**config.mk**
```make
export PLATFORM = sky130hd
export DESIGN_NAME = e1tfo_frame_insert
export DESIGN_NICKNAME = d
export VERILOG_FILES = /design/src/rtl/e1tfo_pkg.sv /design/src/rtl/e1tfo_frame_insert.sv
export SDC_FILE = /design/constraint.sdc
export NUM_CORES = 1
export LEC_CHECK = 0
export BUFFER_PORTS_ARGS = -buffer_cell sky130_fd_sc_hd__buf_2
export CORE_AREA = 2 2 96 98
export CTS_CLUSTER_DIAMETER = 100
export CTS_CLUSTER_SIZE = 30
export DETAILED_ROUTE_END_ITERATION = 8
export DIE_AREA = 0 0 98 100
export PLACE_DENSITY = 0.77
export SYNTH_ARGS = -nofsm -noshare
export SYNTH_HDL_FRONTEND = slang
export SYNTH_SLANG_ARGS = --single-unit
export TNS_END_PERCENT = 1
```
**constraint.sdc**
```tcl
create_clock -name clk -period 2.55 [get_ports clk]
set_input_delay 0.51 -clock clk [delete_from_list [all_inputs] [get_ports clk]]
set_output_delay 0.51 -clock clk [all_outputs]
set_load 0.05 [all_outputs]
```
**src/rtl/e1tfo_pkg.sv**
```systemverilog
// shared constants of the e1 transmit overhead insertion block
package e1tfo_pkg;
  // register word indices; byte address is four times the index
  localparam logic [9:0] IDX_CONFIG = 10'h040;
  localparam logic [9:0] IDX_INTL = 10'h042;
  localparam logic [9:0] IDX_EXTRA = 10'h043;
  localparam logic [9:0] IDX_IRQ_EN = 10'h044;
  localparam logic [9:0] IDX_STATUS = 10'h045;
  localparam logic [9:0] IDX_CW_SEL = 10'h046;
  localparam logic [9:0] IDX_CW_VAL = 10'h047;
  localparam logic [9:0] IDX_IRQ_CLR = 10'h04E;
  // configuration register fields
  localparam int CFG_SIG_HI = 6;
  localparam int CFG_SIG_LO = 5;
  localparam int CFG_CRC_GEN = 4;
  localparam int CFG_FA_DIS = 3;
  localparam int CFG_FEB_DIS = 2;
  localparam int CFG_INTL_DIS = 1;
  localparam int CFG_X_DIS = 0;
  // international bit fields
  localparam int INTL_FIRST = 7;
  localparam int INTL_SECOND = 6;
  // extra bit fields and their ts16 bit positions (0 = bit 1)
  localparam int X_BIT5 = 3;
  localparam int X_BIT7 = 1;
  localparam int X_BIT8 = 0;
  localparam logic [2:0] POS_X5 = 3'h4;
  localparam logic [2:0] POS_X7 = 3'h6;
  localparam logic [2:0] POS_X8 = 3'h7;
  // boundary flag positions
  localparam int FLAG_SIG = 4;
  localparam int FLAG_FAS = 3;
  localparam int FLAG_MF = 2;
  localparam int FLAG_SMF = 1;
  // codeword selector and value fields
  localparam int SEL_MSB = 7;
  localparam int SEL_LSB = 5;
  localparam logic [2:0] SEL_FIRST_VALID = 3'h3;
  localparam logic [1:0] CW_EN_TOP = 2'h3;
  // writable bits of each register
  localparam logic [7:0] MASK_CONFIG = 8'h7F;
  localparam logic [7:0] MASK_INTL = 8'hC0;
  localparam logic [7:0] MASK_EXTRA = 8'h0B;
  localparam logic [7:0] MASK_FLAGS = 8'h1E;
  localparam logic [7:0] MASK_CW_SEL = 8'hE0;
  // reset values
  localparam logic [7:0] RST_CONFIG = 8'h60;
  localparam logic [7:0] RST_INTL = 8'hC0;
  localparam logic [7:0] RST_EXTRA = 8'h0B;
  localparam logic [7:0] RST_IRQ_EN = 8'h00;
  localparam logic [7:0] RST_CW_SEL = 8'h00;
  localparam logic [7:0] RST_CW_VAL = 8'h0F;
  // frame patterns: bits 1..8 msb first, crc-4 polynomial x^4+x+1
  localparam logic [7:0] FAS_WORD = 8'h1B;
  localparam logic [5:0] MFA_WORD = 6'h0B;
  localparam logic [3:0] CRC_POLY = 4'h3;
  localparam logic [4:0] TS_SIG = 5'h10;
  // line bit rate against system clock
  localparam int CLK_KHZ = 200000;
  localparam int LINE_KHZ = 2048;
  localparam int BIT_DIV = CLK_KHZ / LINE_KHZ;
  // axi responses
  localparam logic [1:0] RESP_OKAY = 2'h0;
  localparam logic [1:0] RESP_SLVERR = 2'h2;
endpackage

```
**src/rtl/e1tfo_frame_insert.sv**
```systemverilog
// e1 transmit frame overhead insertion with axi4-lite registers
//
// Functional notes
// - no crc: first bit to fas, second nfas
// - crc, error report off: bits to e-bits
// - crc with error report: ignore both bits
// - alignment, extra disables and signaling selects clear: overwrite ts16 extra bits
// - interrupt only for enabled set flags
// - reading status clears all flags
// - signaling flag after frame 0 ends
// - fas flag on each fas boundary
// - multiframe flag after frame 0 ends
// - sub-multiframe flag after its frame 0
// - selector picks national bit 4 to 8
// - per-bit enables gate codeword replacement
// - codeword bits go into each sub-multiframe
// - codeword takes effect at next sub-multiframe
// - alignment disable passes data unchanged
// - replacement off: bit from data or hdlc
//
// The AXI4-Lite interface to the registers was left to the implementer.
`timescale 1ns/100ps
`default_nettype none
module e1tfo_frame_insert
  import e1tfo_pkg::*;
#(
  parameter int BIT_DIVIDE = BIT_DIV
) (
  input wire logic clk,
  input wire logic rstn,
  input wire logic [11:0] awaddr,
  input wire logic awvalid,
  output logic awready,
  input wire logic [31:0] wdata,
  input wire logic [3:0] wstrb,
  input wire logic wvalid,
  output logic wready,
  output logic [1:0] bresp,
  output logic bvalid,
  input wire logic bready,
  input wire logic [11:0] araddr,
  input wire logic arvalid,
  output logic arready,
  output logic [31:0] rdata,
  output logic [1:0] rresp,
  output logic rvalid,
  input wire logic rready,
  input wire logic transmitSerialDataIn,
  input wire logic hdlcInsertSel,
  input wire logic hdlcInsertBit,
  output logic txLineData,
  output logic txMfStart,
  output logic irqN
);
  // software registers
  logic [7:0] cfg; // frame generator configuration
  logic [7:0] intlBits; // international bit values
  logic [7:0] extraBits; // ts16 extra bit values
  logic [7:0] irqEn; // boundary interrupt enables
  logic [7:0] cwSel; // national codeword selector
  logic [7:0] cwVal; // codeword as written
  logic [7:0] cwActive; // codeword in use this sub-multiframe
  logic [7:0] flags; // sticky boundary flags
  // frame timing
  logic [7:0] divCnt; // system clocks per line bit
  logic bitEn; // one line bit per pulse
  logic [7:0] bitCnt; // bit within frame
  logic [3:0] frm; // frame within multiframe
  logic [3:0] crc; // running crc-4
  logic [3:0] crcHold; // crc of previous sub-multiframe
  logic txInMeta; // first stage, read only by txInSync
  logic txInSync; // synchronised serial data
  logic next_txData; // bit about to go out
  // named control bits
  logic frameAlignDisable, intlReplaceDisable, extraBitDisable;
  logic signalingSourceSelHi, signalingSourceSelLo;
  logic crcMultiframeGenEn, farEndErrorDisable;
  logic [2:0] nationalBitSelector;
  logic [1:0] cwIdx; // codeword bit index in sub-multiframe
  logic ts0, ts16, fasFrm, lastBit, smfStart, crcActive, xActive;
  logic [2:0] bitPos;
  logic [7:0] evt; // boundary events this cycle
  logic [3:0] crcNext;
  logic crcIn;
  // bus decode
  logic [9:0] wrIdx, rdIdx;
  logic wrEn, wrHit, rdHit, rdStatus, clrWr;
  logic [7:0] rdData, clrMask;

  assign frameAlignDisable = cfg[CFG_FA_DIS];
  assign intlReplaceDisable = cfg[CFG_INTL_DIS];
  assign extraBitDisable = cfg[CFG_X_DIS];
  assign signalingSourceSelHi = cfg[CFG_SIG_HI];
  assign signalingSourceSelLo = cfg[CFG_SIG_LO];
  assign crcMultiframeGenEn = cfg[CFG_CRC_GEN];
  assign farEndErrorDisable = cfg[CFG_FEB_DIS];
  assign nationalBitSelector = cwSel[SEL_MSB:SEL_LSB];
  assign bitPos = bitCnt[2:0];
  assign ts0 = bitCnt[7:3] == 5'h00;
  assign ts16 = bitCnt[7:3] == TS_SIG;
  assign fasFrm = !frm[0];
  assign lastBit = &bitCnt;
  assign cwIdx = frm[2:1];
  assign smfStart = (bitCnt == 8'h00) && (frm[2:0] == 3'h0);
  // crc framing only counts with alignment and replacement on
  assign crcActive = crcMultiframeGenEn && !frameAlignDisable
    && !intlReplaceDisable;
  assign xActive = !frameAlignDisable && !extraBitDisable
    && !signalingSourceSelHi && !signalingSourceSelLo;

  // input pin synchroniser
  always_ff @(posedge clk or negedge rstn) begin
    if (!rstn) begin
      txInMeta <= 1'b0;
      txInSync <= 1'b0;
    end else begin
      txInMeta <= transmitSerialDataIn;
      txInSync <= txInMeta;
    end
  end

  // line bit divider
  always_ff @(posedge clk or negedge rstn) begin
    if (!rstn) begin
      divCnt <= 8'h00;
      bitEn <= 1'b0;
    end else if (divCnt == 8'(BIT_DIVIDE - 1)) begin
      divCnt <= 8'h00;
      bitEn <= 1'b1;
    end else begin
      divCnt <= divCnt + 8'h01;
      bitEn <= 1'b0;
    end
  end

  // bit and frame counters
  always_ff @(posedge clk or negedge rstn) begin
    if (!rstn) begin
      bitCnt <= 8'h00;
      frm <= 4'h0;
    end else if (bitEn) begin
      bitCnt <= bitCnt + 8'h01;
      if (lastBit) begin
        frm <= frm + 4'h1;
      end
    end
  end

  // overhead insertion for the bit now due
  always_comb begin
    next_txData = txInSync;
    if (frameAlignDisable) begin
      next_txData = txInSync;
    end else if (ts0 && bitPos == 3'h0) begin
      if (intlReplaceDisable) begin
        // own data, or hdlc if it claims this bit
        next_txData = hdlcInsertSel ? hdlcInsertBit : txInSync;
      end else if (!crcMultiframeGenEn) begin
        next_txData = fasFrm ? intlBits[INTL_FIRST]
          : intlBits[INTL_SECOND];
      end else if (fasFrm) begin
        // crc bits of the previous sub-multiframe
        next_txData = crcHold[2'(CW_EN_TOP - cwIdx)];
      end else if (frm < 4'hC) begin
        next_txData = MFA_WORD[3'(3'h5 - frm[3:1])];
      end else if (farEndErrorDisable) begin
        next_txData = frm[1] ? intlBits[INTL_SECOND]
          : intlBits[INTL_FIRST];
      end else begin
        next_txData = 1'b1;
      end
    end else if (ts0 && fasFrm) begin
      next_txData = FAS_WORD[3'(3'h7 - bitPos)];
    end else if (ts0 && bitPos == 3'h1) begin
      next_txData = 1'b1; // nfas marker bit
    end else if (ts0 && !intlReplaceDisable
        && nationalBitSelector >= SEL_FIRST_VALID
        && bitPos == nationalBitSelector) begin
      if (cwActive[3'(3'h7 - {1'b0, cwIdx})]) begin
        next_txData = cwActive[2'(CW_EN_TOP - cwIdx)];
      end
    end else if (ts16 && frm == 4'h0 && xActive) begin
      if (bitPos == POS_X5) begin
        next_txData = extraBits[X_BIT5];
      end else if (bitPos == POS_X7) begin
        next_txData = extraBits[X_BIT7];
      end else if (bitPos == POS_X8) begin
        next_txData = extraBits[X_BIT8];
      end
    end
  end

  // crc-4 over the outgoing bits with c-bit slots as zero
  assign crcIn = (ts0 && bitPos == 3'h0 && fasFrm) ? 1'b0 : next_txData;
  assign crcNext = {crc[2:0], 1'b0}
    ^ ((crc[3] ^ crcIn) ? CRC_POLY : 4'h0);

  // crc register and per sub-multiframe result
  always_ff @(posedge clk or negedge rstn) begin
    if (!rstn) begin
      crc <= 4'h0;
      crcHold <= 4'h0;
    end else if (bitEn) begin
      if (lastBit && frm[2:0] == 3'h7) begin
        crcHold <= crcNext;
        crc <= 4'h0;
      end else begin
        crc <= crcNext;
      end
    end
  end

  // line outputs, registered
  always_ff @(posedge clk or negedge rstn) begin
    if (!rstn) begin
      txLineData <= 1'b1;
      txMfStart <= 1'b0;
    end else if (bitEn) begin
      txLineData <= next_txData;
      txMfStart <= (bitCnt == 8'h00) && (frm == 4'h0);
    end
  end

  // codeword staged at every sub-multiframe start
  always_ff @(posedge clk or negedge rstn) begin
    if (!rstn) begin
      cwActive <= RST_CW_VAL;
    end else if (bitEn && smfStart) begin
      cwActive <= cwVal;
    end
  end

  // boundary events at the last bit of a frame
  always_comb begin
    evt = 8'h00;
    if (bitEn && lastBit && !frameAlignDisable) begin
      evt[FLAG_FAS] = fasFrm;
      evt[FLAG_SIG] = frm == 4'h0;
      evt[FLAG_MF] = crcActive && frm == 4'h0;
      evt[FLAG_SMF] = crcActive && frm[2:0] == 3'h0;
    end
  end

  // sticky flags: a new event beats a clear
  assign clrMask = ({8{rdStatus}}
    | (clrWr ? wdata[7:0] : 8'h00));
  always_ff @(posedge clk or negedge rstn) begin
    if (!rstn) begin
      flags <= 8'h00;
    end else begin
      flags <= (evt | (flags & ~clrMask)) & MASK_FLAGS;
    end
  end

  // active-low interrupt, one clock behind the flags
  always_ff @(posedge clk or negedge rstn) begin
    if (!rstn) begin
      irqN <= 1'b1;
    end else begin
      irqN <= ~|(flags & irqEn);
    end
  end

  // bus address decode
  assign wrIdx = awaddr[11:2];
  assign rdIdx = araddr[11:2];
  assign wrEn = awready && awvalid && wvalid;
  assign wrHit = wrIdx inside {IDX_CONFIG, IDX_INTL, IDX_EXTRA,
    IDX_IRQ_EN, IDX_STATUS, IDX_CW_SEL, IDX_CW_VAL, IDX_IRQ_CLR};
  assign clrWr = wrEn && wstrb[0] && wrIdx == IDX_IRQ_CLR;
  assign rdStatus = arready && arvalid && rdIdx == IDX_STATUS;

  // write channel: both address and data taken together
  always_ff @(posedge clk or negedge rstn) begin
    if (!rstn) begin
      awready <= 1'b0;
      wready <= 1'b0;
      bvalid <= 1'b0;
      bresp <= RESP_OKAY;
    end else begin
      if (!bvalid && !awready && awvalid && wvalid) begin
        awready <= 1'b1;
        wready <= 1'b1;
      end else begin
        awready <= 1'b0;
        wready <= 1'b0;
      end
      if (wrEn) begin
        bvalid <= 1'b1;
        bresp <= wrHit ? RESP_OKAY : RESP_SLVERR;
      end else if (bready) begin
        bvalid <= 1'b0;
      end
    end
  end

  // register writes, low byte lane only
  always_ff @(posedge clk or negedge rstn) begin
    if (!rstn) begin
      cfg <= RST_CONFIG;
      intlBits <= RST_INTL;
      extraBits <= RST_EXTRA;
      irqEn <= RST_IRQ_EN;
      cwSel <= RST_CW_SEL;
      cwVal <= RST_CW_VAL;
    end else if (wrEn && wstrb[0]) begin
      case (wrIdx)
        IDX_CONFIG: cfg <= wdata[7:0] & MASK_CONFIG;
        IDX_INTL: intlBits <= wdata[7:0] & MASK_INTL;
        IDX_EXTRA: extraBits <= wdata[7:0] & MASK_EXTRA;
        IDX_IRQ_EN: irqEn <= wdata[7:0] & MASK_FLAGS;
        IDX_CW_SEL: cwSel <= wdata[7:0] & MASK_CW_SEL;
        IDX_CW_VAL: cwVal <= wdata[7:0];
        default: ; // status and clear have no storage here
      endcase
    end
  end

  // read data mux
  always_comb begin
    rdData = 8'h00;
    rdHit = 1'b1;
    case (rdIdx)
      IDX_CONFIG: rdData = cfg;
      IDX_INTL: rdData = intlBits;
      IDX_EXTRA: rdData = extraBits;
      IDX_IRQ_EN: rdData = irqEn;
      IDX_STATUS: rdData = flags;
      IDX_CW_SEL: rdData = cwSel;
      IDX_CW_VAL: rdData = cwVal;
      IDX_IRQ_CLR: rdData = 8'h00; // write-only
      default: rdHit = 1'b0;
    endcase
  end

  // read channel
  always_ff @(posedge clk or negedge rstn) begin
    if (!rstn) begin
      arready <= 1'b0;
      rvalid <= 1'b0;
      rdata <= 32'h00000000;
      rresp <= RESP_OKAY;
    end else begin
      arready <= !rvalid && !arready && arvalid;
      if (arready && arvalid) begin
        rvalid <= 1'b1;
        rdata <= {24'h000000, rdData};
        rresp <= rdHit ? RESP_OKAY : RESP_SLVERR;
      end else if (rready) begin
        rvalid <= 1'b0;
      end
    end
  end
endmodule
`default_nettype wire

```
Word-level counts from Yosys, hierarchy flattened
Memory sizes are Yosys's and may differ from the RTL's.
Index checks and enable logic that the tools add are counted.
{"block": "classes", "addsub": 7, "order_cmp": 7, "n_eq_ne": 24, "muxes": 42, "bitwise": 7, "reduce_logical": 63}
{"cell": "$eq 10x7->1 const B", "n": 16}
{"cell": "$pmux 8 s7", "n": 1}
{"cell": "$logic_and 1x1->1", "n": 33}
{"cell": "$mux 1", "n": 31}
{"cell": "$add 8x1->8 const B", "n": 2}
{"cell": "$reduce_or 8->1", "n": 2}
{"cell": "$reduce_and 2->1", "n": 7}
{"cell": "$eq 3x3->1 const B", "n": 4}
{"cell": "$lt 3x4->1 const B", "n": 3}
{"cell": "$logic_not 1->1", "n": 11}
{"cell": "$and 5x5->5", "n": 2}
{"cell": "$or 5x5->5", "n": 2}
{"cell": "$reduce_and 9->1", "n": 1}
{"cell": "$eq 8x7->1 const B", "n": 1}
{"cell": "$logic_not 8->1", "n": 1}
{"cell": "$mux 4", "n": 2}
{"cell": "$mux 8", "n": 1}
{"cell": "$reduce_and 8->1", "n": 1}
{"cell": "$reduce_bool 8->1", "n": 1}
{"cell": "$logic_not 3->1", "n": 2}
{"cell": "$mux 2", "n": 3}
{"cell": "$sub 3x3->3 const A", "n": 2}
{"cell": "$eq 5x5->1 const B", "n": 1}
{"cell": "$logic_not 5->1", "n": 1}
{"cell": "other kinds (17)", "n": 19}
{"block": "word_totals", "ff_bits": 89, "mem_bits_ro": 16, "in_bits": 70, "out_inout_bits": 44, "wordCells": 178, "memories": 2}
{"name": "(no name shown)", "depth": 8, "width": 1, "rd": 1, "rd_clocked_by_memory_dff": 0, "wr": 0, "line": "e1tfo_frame_insert.sv:173", "rtl": "next_txData = FAS_WORD[3'(3'h7 - bitPos)];"}
{"name": "(no name shown)", "depth": 8, "width": 1, "rd": 1, "rd_clocked_by_memory_dff": 0, "wr": 0, "line": "e1tfo_frame_insert.sv:165", "rtl": "next_txData = MFA_WORD[3'(3'h5 - frm[3:1])];"}

Logic depth before layout (Yosys ltp)
{"block": "depth", "word_depth": 16, "mapped_depth": 10, "mapped_depth_nobuf": 9}

Least setup slack after synthesis
Ideal clock, no wire load.
{"block": "synth_path", "path_type": "input to register", "start": "input port awaddr[7]", "end": "register cfg[0]", "setup_ns": 0.125, "arrival_ns": 2.521, "t_required_ns": 2.425, "slack_ns": -0.096, "stages": 5, "path_buffers": 0, "path_cell_list": "or4b_1 -> or4_4 -> or3_4 -> nor3_4 -> mux2_2"}
{"block": "synth_via", "elab_chain_cells": 2}
{"item": "start, declared", "line": "e1tfo_frame_insert.sv:31", "rtl": "input wire logic [11:0] awaddr,"}
{"item": "$eq 10x7->1", "line": "e1tfo_frame_insert.sv:307", "rtl": "case (wrIdx)"}
{"item": "$reduce_and 2->1 (no line)"}
{"item": "end signal, assigned", "line": "e1tfo_frame_insert.sv:308", "rtl": "IDX_CONFIG: cfg <= wdata[7:0] & MASK_CONFIG;"}
{"item": "end, declared", "line": "e1tfo_frame_insert.sv:56", "rtl": "logic [7:0] cfg;"}
No other way between the ends.
A chain may end at the register's enable or synchronous reset.

Worst setup path after layout
{"block": "layout_path", "start": "register bitCnt[1]", "end": "register crc[1]"}
{"block": "layout_via", "elab_chain_cells": 15, "word_cells_on_any_way": 29, "cone_classes": "add/sub: 1; eq/ne: 5; mux: 13; bitwise: 2; reduce/logical: 7; memory: 1"}
{"item": "start, declared", "line": "e1tfo_frame_insert.sv:67", "rtl": "logic [7:0] bitCnt;"}
{"item": "start signal, assigned", "line": "e1tfo_frame_insert.sv:142", "rtl": "bitCnt <= bitCnt + 8'h01;"}
{"item": "branches (longest 14 deep; another with $sub 3x3->3)"}
{"item": "$mux 4 (*)", "line": "e1tfo_frame_insert.sv:204", "rtl": "if (lastBit && frm[2:0] == 3'h7) begin"}
{"item": "end signal, assigned", "line": "e1tfo_frame_insert.sv:208", "rtl": "crc <= crcNext;"}
{"item": "end, declared", "line": "e1tfo_frame_insert.sv:69", "rtl": "logic [3:0] crc;"}
Every way passes the cells marked *. The select of a mux whose other input is x is not followed.

==> results.json <==
{
  "status": "completed",
  "worst_slew_pin_slew_ps": 657,
  "synthTopCellsByArea": "dfrtp_1, dfstp_2, mux2_2, buf_4, nand2_1",
  "worstPathArrival_ps": 2670,
  "cts_made_buffers": 9,
  "cts_root_buf": "clkbuf_8",
  "skew_ps": 9.85,
  "ys_top_cells_by_count": "dfrtp_1, nand2_1, mux2_2",
  "ctsHoldBuffers": 0,
  "setup_viol": 0,
  "startpoint_type": "register",
  "hold_viol_final": 0,
  "drt_iter0_drc": 200,
  "synthesis.area_sq_um": 4620,
  "reg2reg_depth": 7,
  "drt-total-wl_um": 9990,
  "antennaDiodeCount": 0,
  "async_flop_share_pct": 100,
  "endpoint_kind": "register",
  "cts_buffer_depth": 2,
  "yosysMostFrequentCell": "dfrtp_1",
  "pin_count": 114,
  "drc": 0,
  "synth_top_area_share_pct": 38.0,
  "rsz0062_at_grt": "false",
  "cts.sinks": 87,
  "cts_htree_levels": 3,
  "fp.dieH_um": 100,
  "antenna_found_initial": 0,
  "avgSynthCellArea_sq_um": 10.3,
  "die_w_um": 98,
  "rows": 35,
  "clk-insertion-delay-late_ps": 360,
  "portBuffers": 56,
  "yosysWarnings": 0,
  "fillers": 740,
  "clk_pin_slew_worst_paths_ps": 80,
  "drtAntennaViolNets": 0,
  "layout.nets": 612,
  "hold_path.class": "in -> async",
  "slew_viol_final": 0,
  "ys_ff_latch": 87,
  "cp_max_fo": 6,
  "ys_seq_area_share_pct": 47.6,
  "period_needed_ps": 2450,
  "maxCapViolCount": 0,
  "area_growth_pct": 16.6,
  "die_area_sq_um": 9800,
  "vias_per_cell": 5.60,
  "initial_core_util_pct": 51.9,
  "period_share_pct": 95.9,
  "ys.flop_type": "dfrtp_1",
  "design_area_sq_um": 5380,
  "r2r_start": "bitCnt[1]$_DFFE_PN0P_",
  "peakVddDrop_mv": 0.233,
  "p_leak_nw": 2.53,
  "grt_usage_pct": 21.2,
  "synth_cell_types": 58,
  "p_per_area_nw_per_um2": 469,
  "wl_per_cell_um": 15.5,
  "path_class": "reg -> reg",
  "holdWs_ps": 156,
  "synth_edf_count": 0,
  "grt_start_max_net_pins": 47,
  "grt_pass1_vias": 3516,
  "drt-pass1-iter-count": 5,
  "slew-limit-headroom_pct": 55.8,
  "dpl-instance-area_sq_um": 5100,
  "place_congestion": 0.876,
  "drive_above_1_share_pct": 33.6,
  "dpl.hpwl_um": 7520,
  "tritoncts": "done",
  "syn_inst": 447,
  "setup.worst_path.start": "bitCnt[1]$_DFFE_PN0P_",
  "max_freq_mhz": 409,
  "core-area_sq_um": 8890,
  "critPathRequiredTime_ps": 2780,
  "grt_remaining_overflow": 0,
  "grt_pass1_wl_um": 16500,
  "yosys.area.top_type": "dfrtp_1",
  "via_count": 3619
}
registers in the layout (all words and copies together), names as in the netlist, 7 cells and up:
name / flops
cwActive: 8
rdata: 8
bitCnt: 8
cfg: 7
cwVal: 8
divCnt: 8
final cells by class:
type / instances / area [sq um] / area share, %
multi-input cells: 325 / 2250 / 41.8
repair buffers: 88 / 548 / 10.2
well taps: 111 / 139 / 2.58
inverters: 19 / 71.3 / 1.32
flip-flops and latches: 87 / 2200 / 40.9
clock inverters: 5 / 33.8 / 0.628
clock buffers: 11 / 141 / 2.63
power by group:
group / switching [W] / internal (W)
sequential: 0.00000980 / 0.00139
clock: 0.000483 / 0.000379
combinational: 0.000207 / 0.0000542
total: 0.000700 / 0.00183
worst max-delay path: stages (launching register included):
cell       delay (ps)
dfrtp_2           450
or3b_2            440
a2111o_1          390
o2bb2ai_1         170
o2bb2ai_2         100
and3_1            210
nor4_1            390
o32ai_2           170
cell usage in the layout (no fill, tap or decap), types with 3 or more instances in the layout:
cell type	netlist	routed
nor4_1	5	4
nand2_1	43	43
a31oi_1	4	4
conb_1	1	26
mux2_2	37	37
ha_1	12	10
nand4_1	7	7
nand3_1	18	18
nor3_1	7	6
clkbuf_8	0	10
a21oi_1	12	12
buf_2	1	55
nand3b_1	3	3
o22ai_1	5	4
dfrtp_1	70	68
nand2b_1	9	9
mux2i_1	15	15
dfstp_2	17	17
o21ai_0	29	28
xor2_1	5	5
and3_1	4	4
nor2_1	32	32
inv_1	19	19
xnor2_1	10	10
buf_4	27	31
routing by layer:
metal / routed length, um / share of wire (%) / GRT usage (%)
met3: 580 / 5.8 / 3.55
met2: 4930 / 49 / 35.2
met5: 0 / 0 / 0
met1: 4180 / 42 / 27.2
met4: 299 / 3.0 / 10.3
stage by stage:
stage / setup slack (ps) / power [W] / instances / setup TNS, ps / utilization [%]
final: 104 / 0.00253 / 646 / 0 / 60.5
after global routing: 3.64 / 0.00263 / 646 / 0 / 60.5
after CTS: 13.2 / 0.00254 / 643 / 0 / 59.6
after detailed placement: -212 / 0.00169 / 627 / -3640 / 57.4
after global placement: -177 / 0.00168 / 627 / -2690 / 57.4
after floorplan: -95.5 / 0.00163 / 472 / -491 / -
kinds of logic (layout without fill, tap and decap cells):
kind of cell	count (synthesis)	in the layout	share of synthesized area, %
mux	53	53	12.8
flops	87	87	47.6
other cells	1	26	0.0812
buf+inv	60	123	7.10
simple gates	148	148	16.8
xor+xnor	15	15	2.85
compound gates	71	71	9.51
fa+ha+maj	12	12	3.25
path summary, 6_finish.rpt:
path	to	slack [ps]
min reg2reg	txInSync$_DFF_PN0_	350
max	crc[1]$_DFFE_PN0P_	100
min	bitCnt[5]$_DFFE_PN0P_	160
max in group asynchronous	extraBits[3]$_DFFE_PN1P_	1750
max reg2reg	crc[1]$_DFFE_PN0P_	100
min in group clk	txInMeta$_DFF_PN0_	260
timing repair:
action,4_1_cts,5_1_grt
gates resized for setup,5,12
pin swaps,2,4
endpoints found under the setup margin,1,3
endpoints found under the hold margin,0,0
setup buffers,0,3
Power figures use the tool's default switching activity.
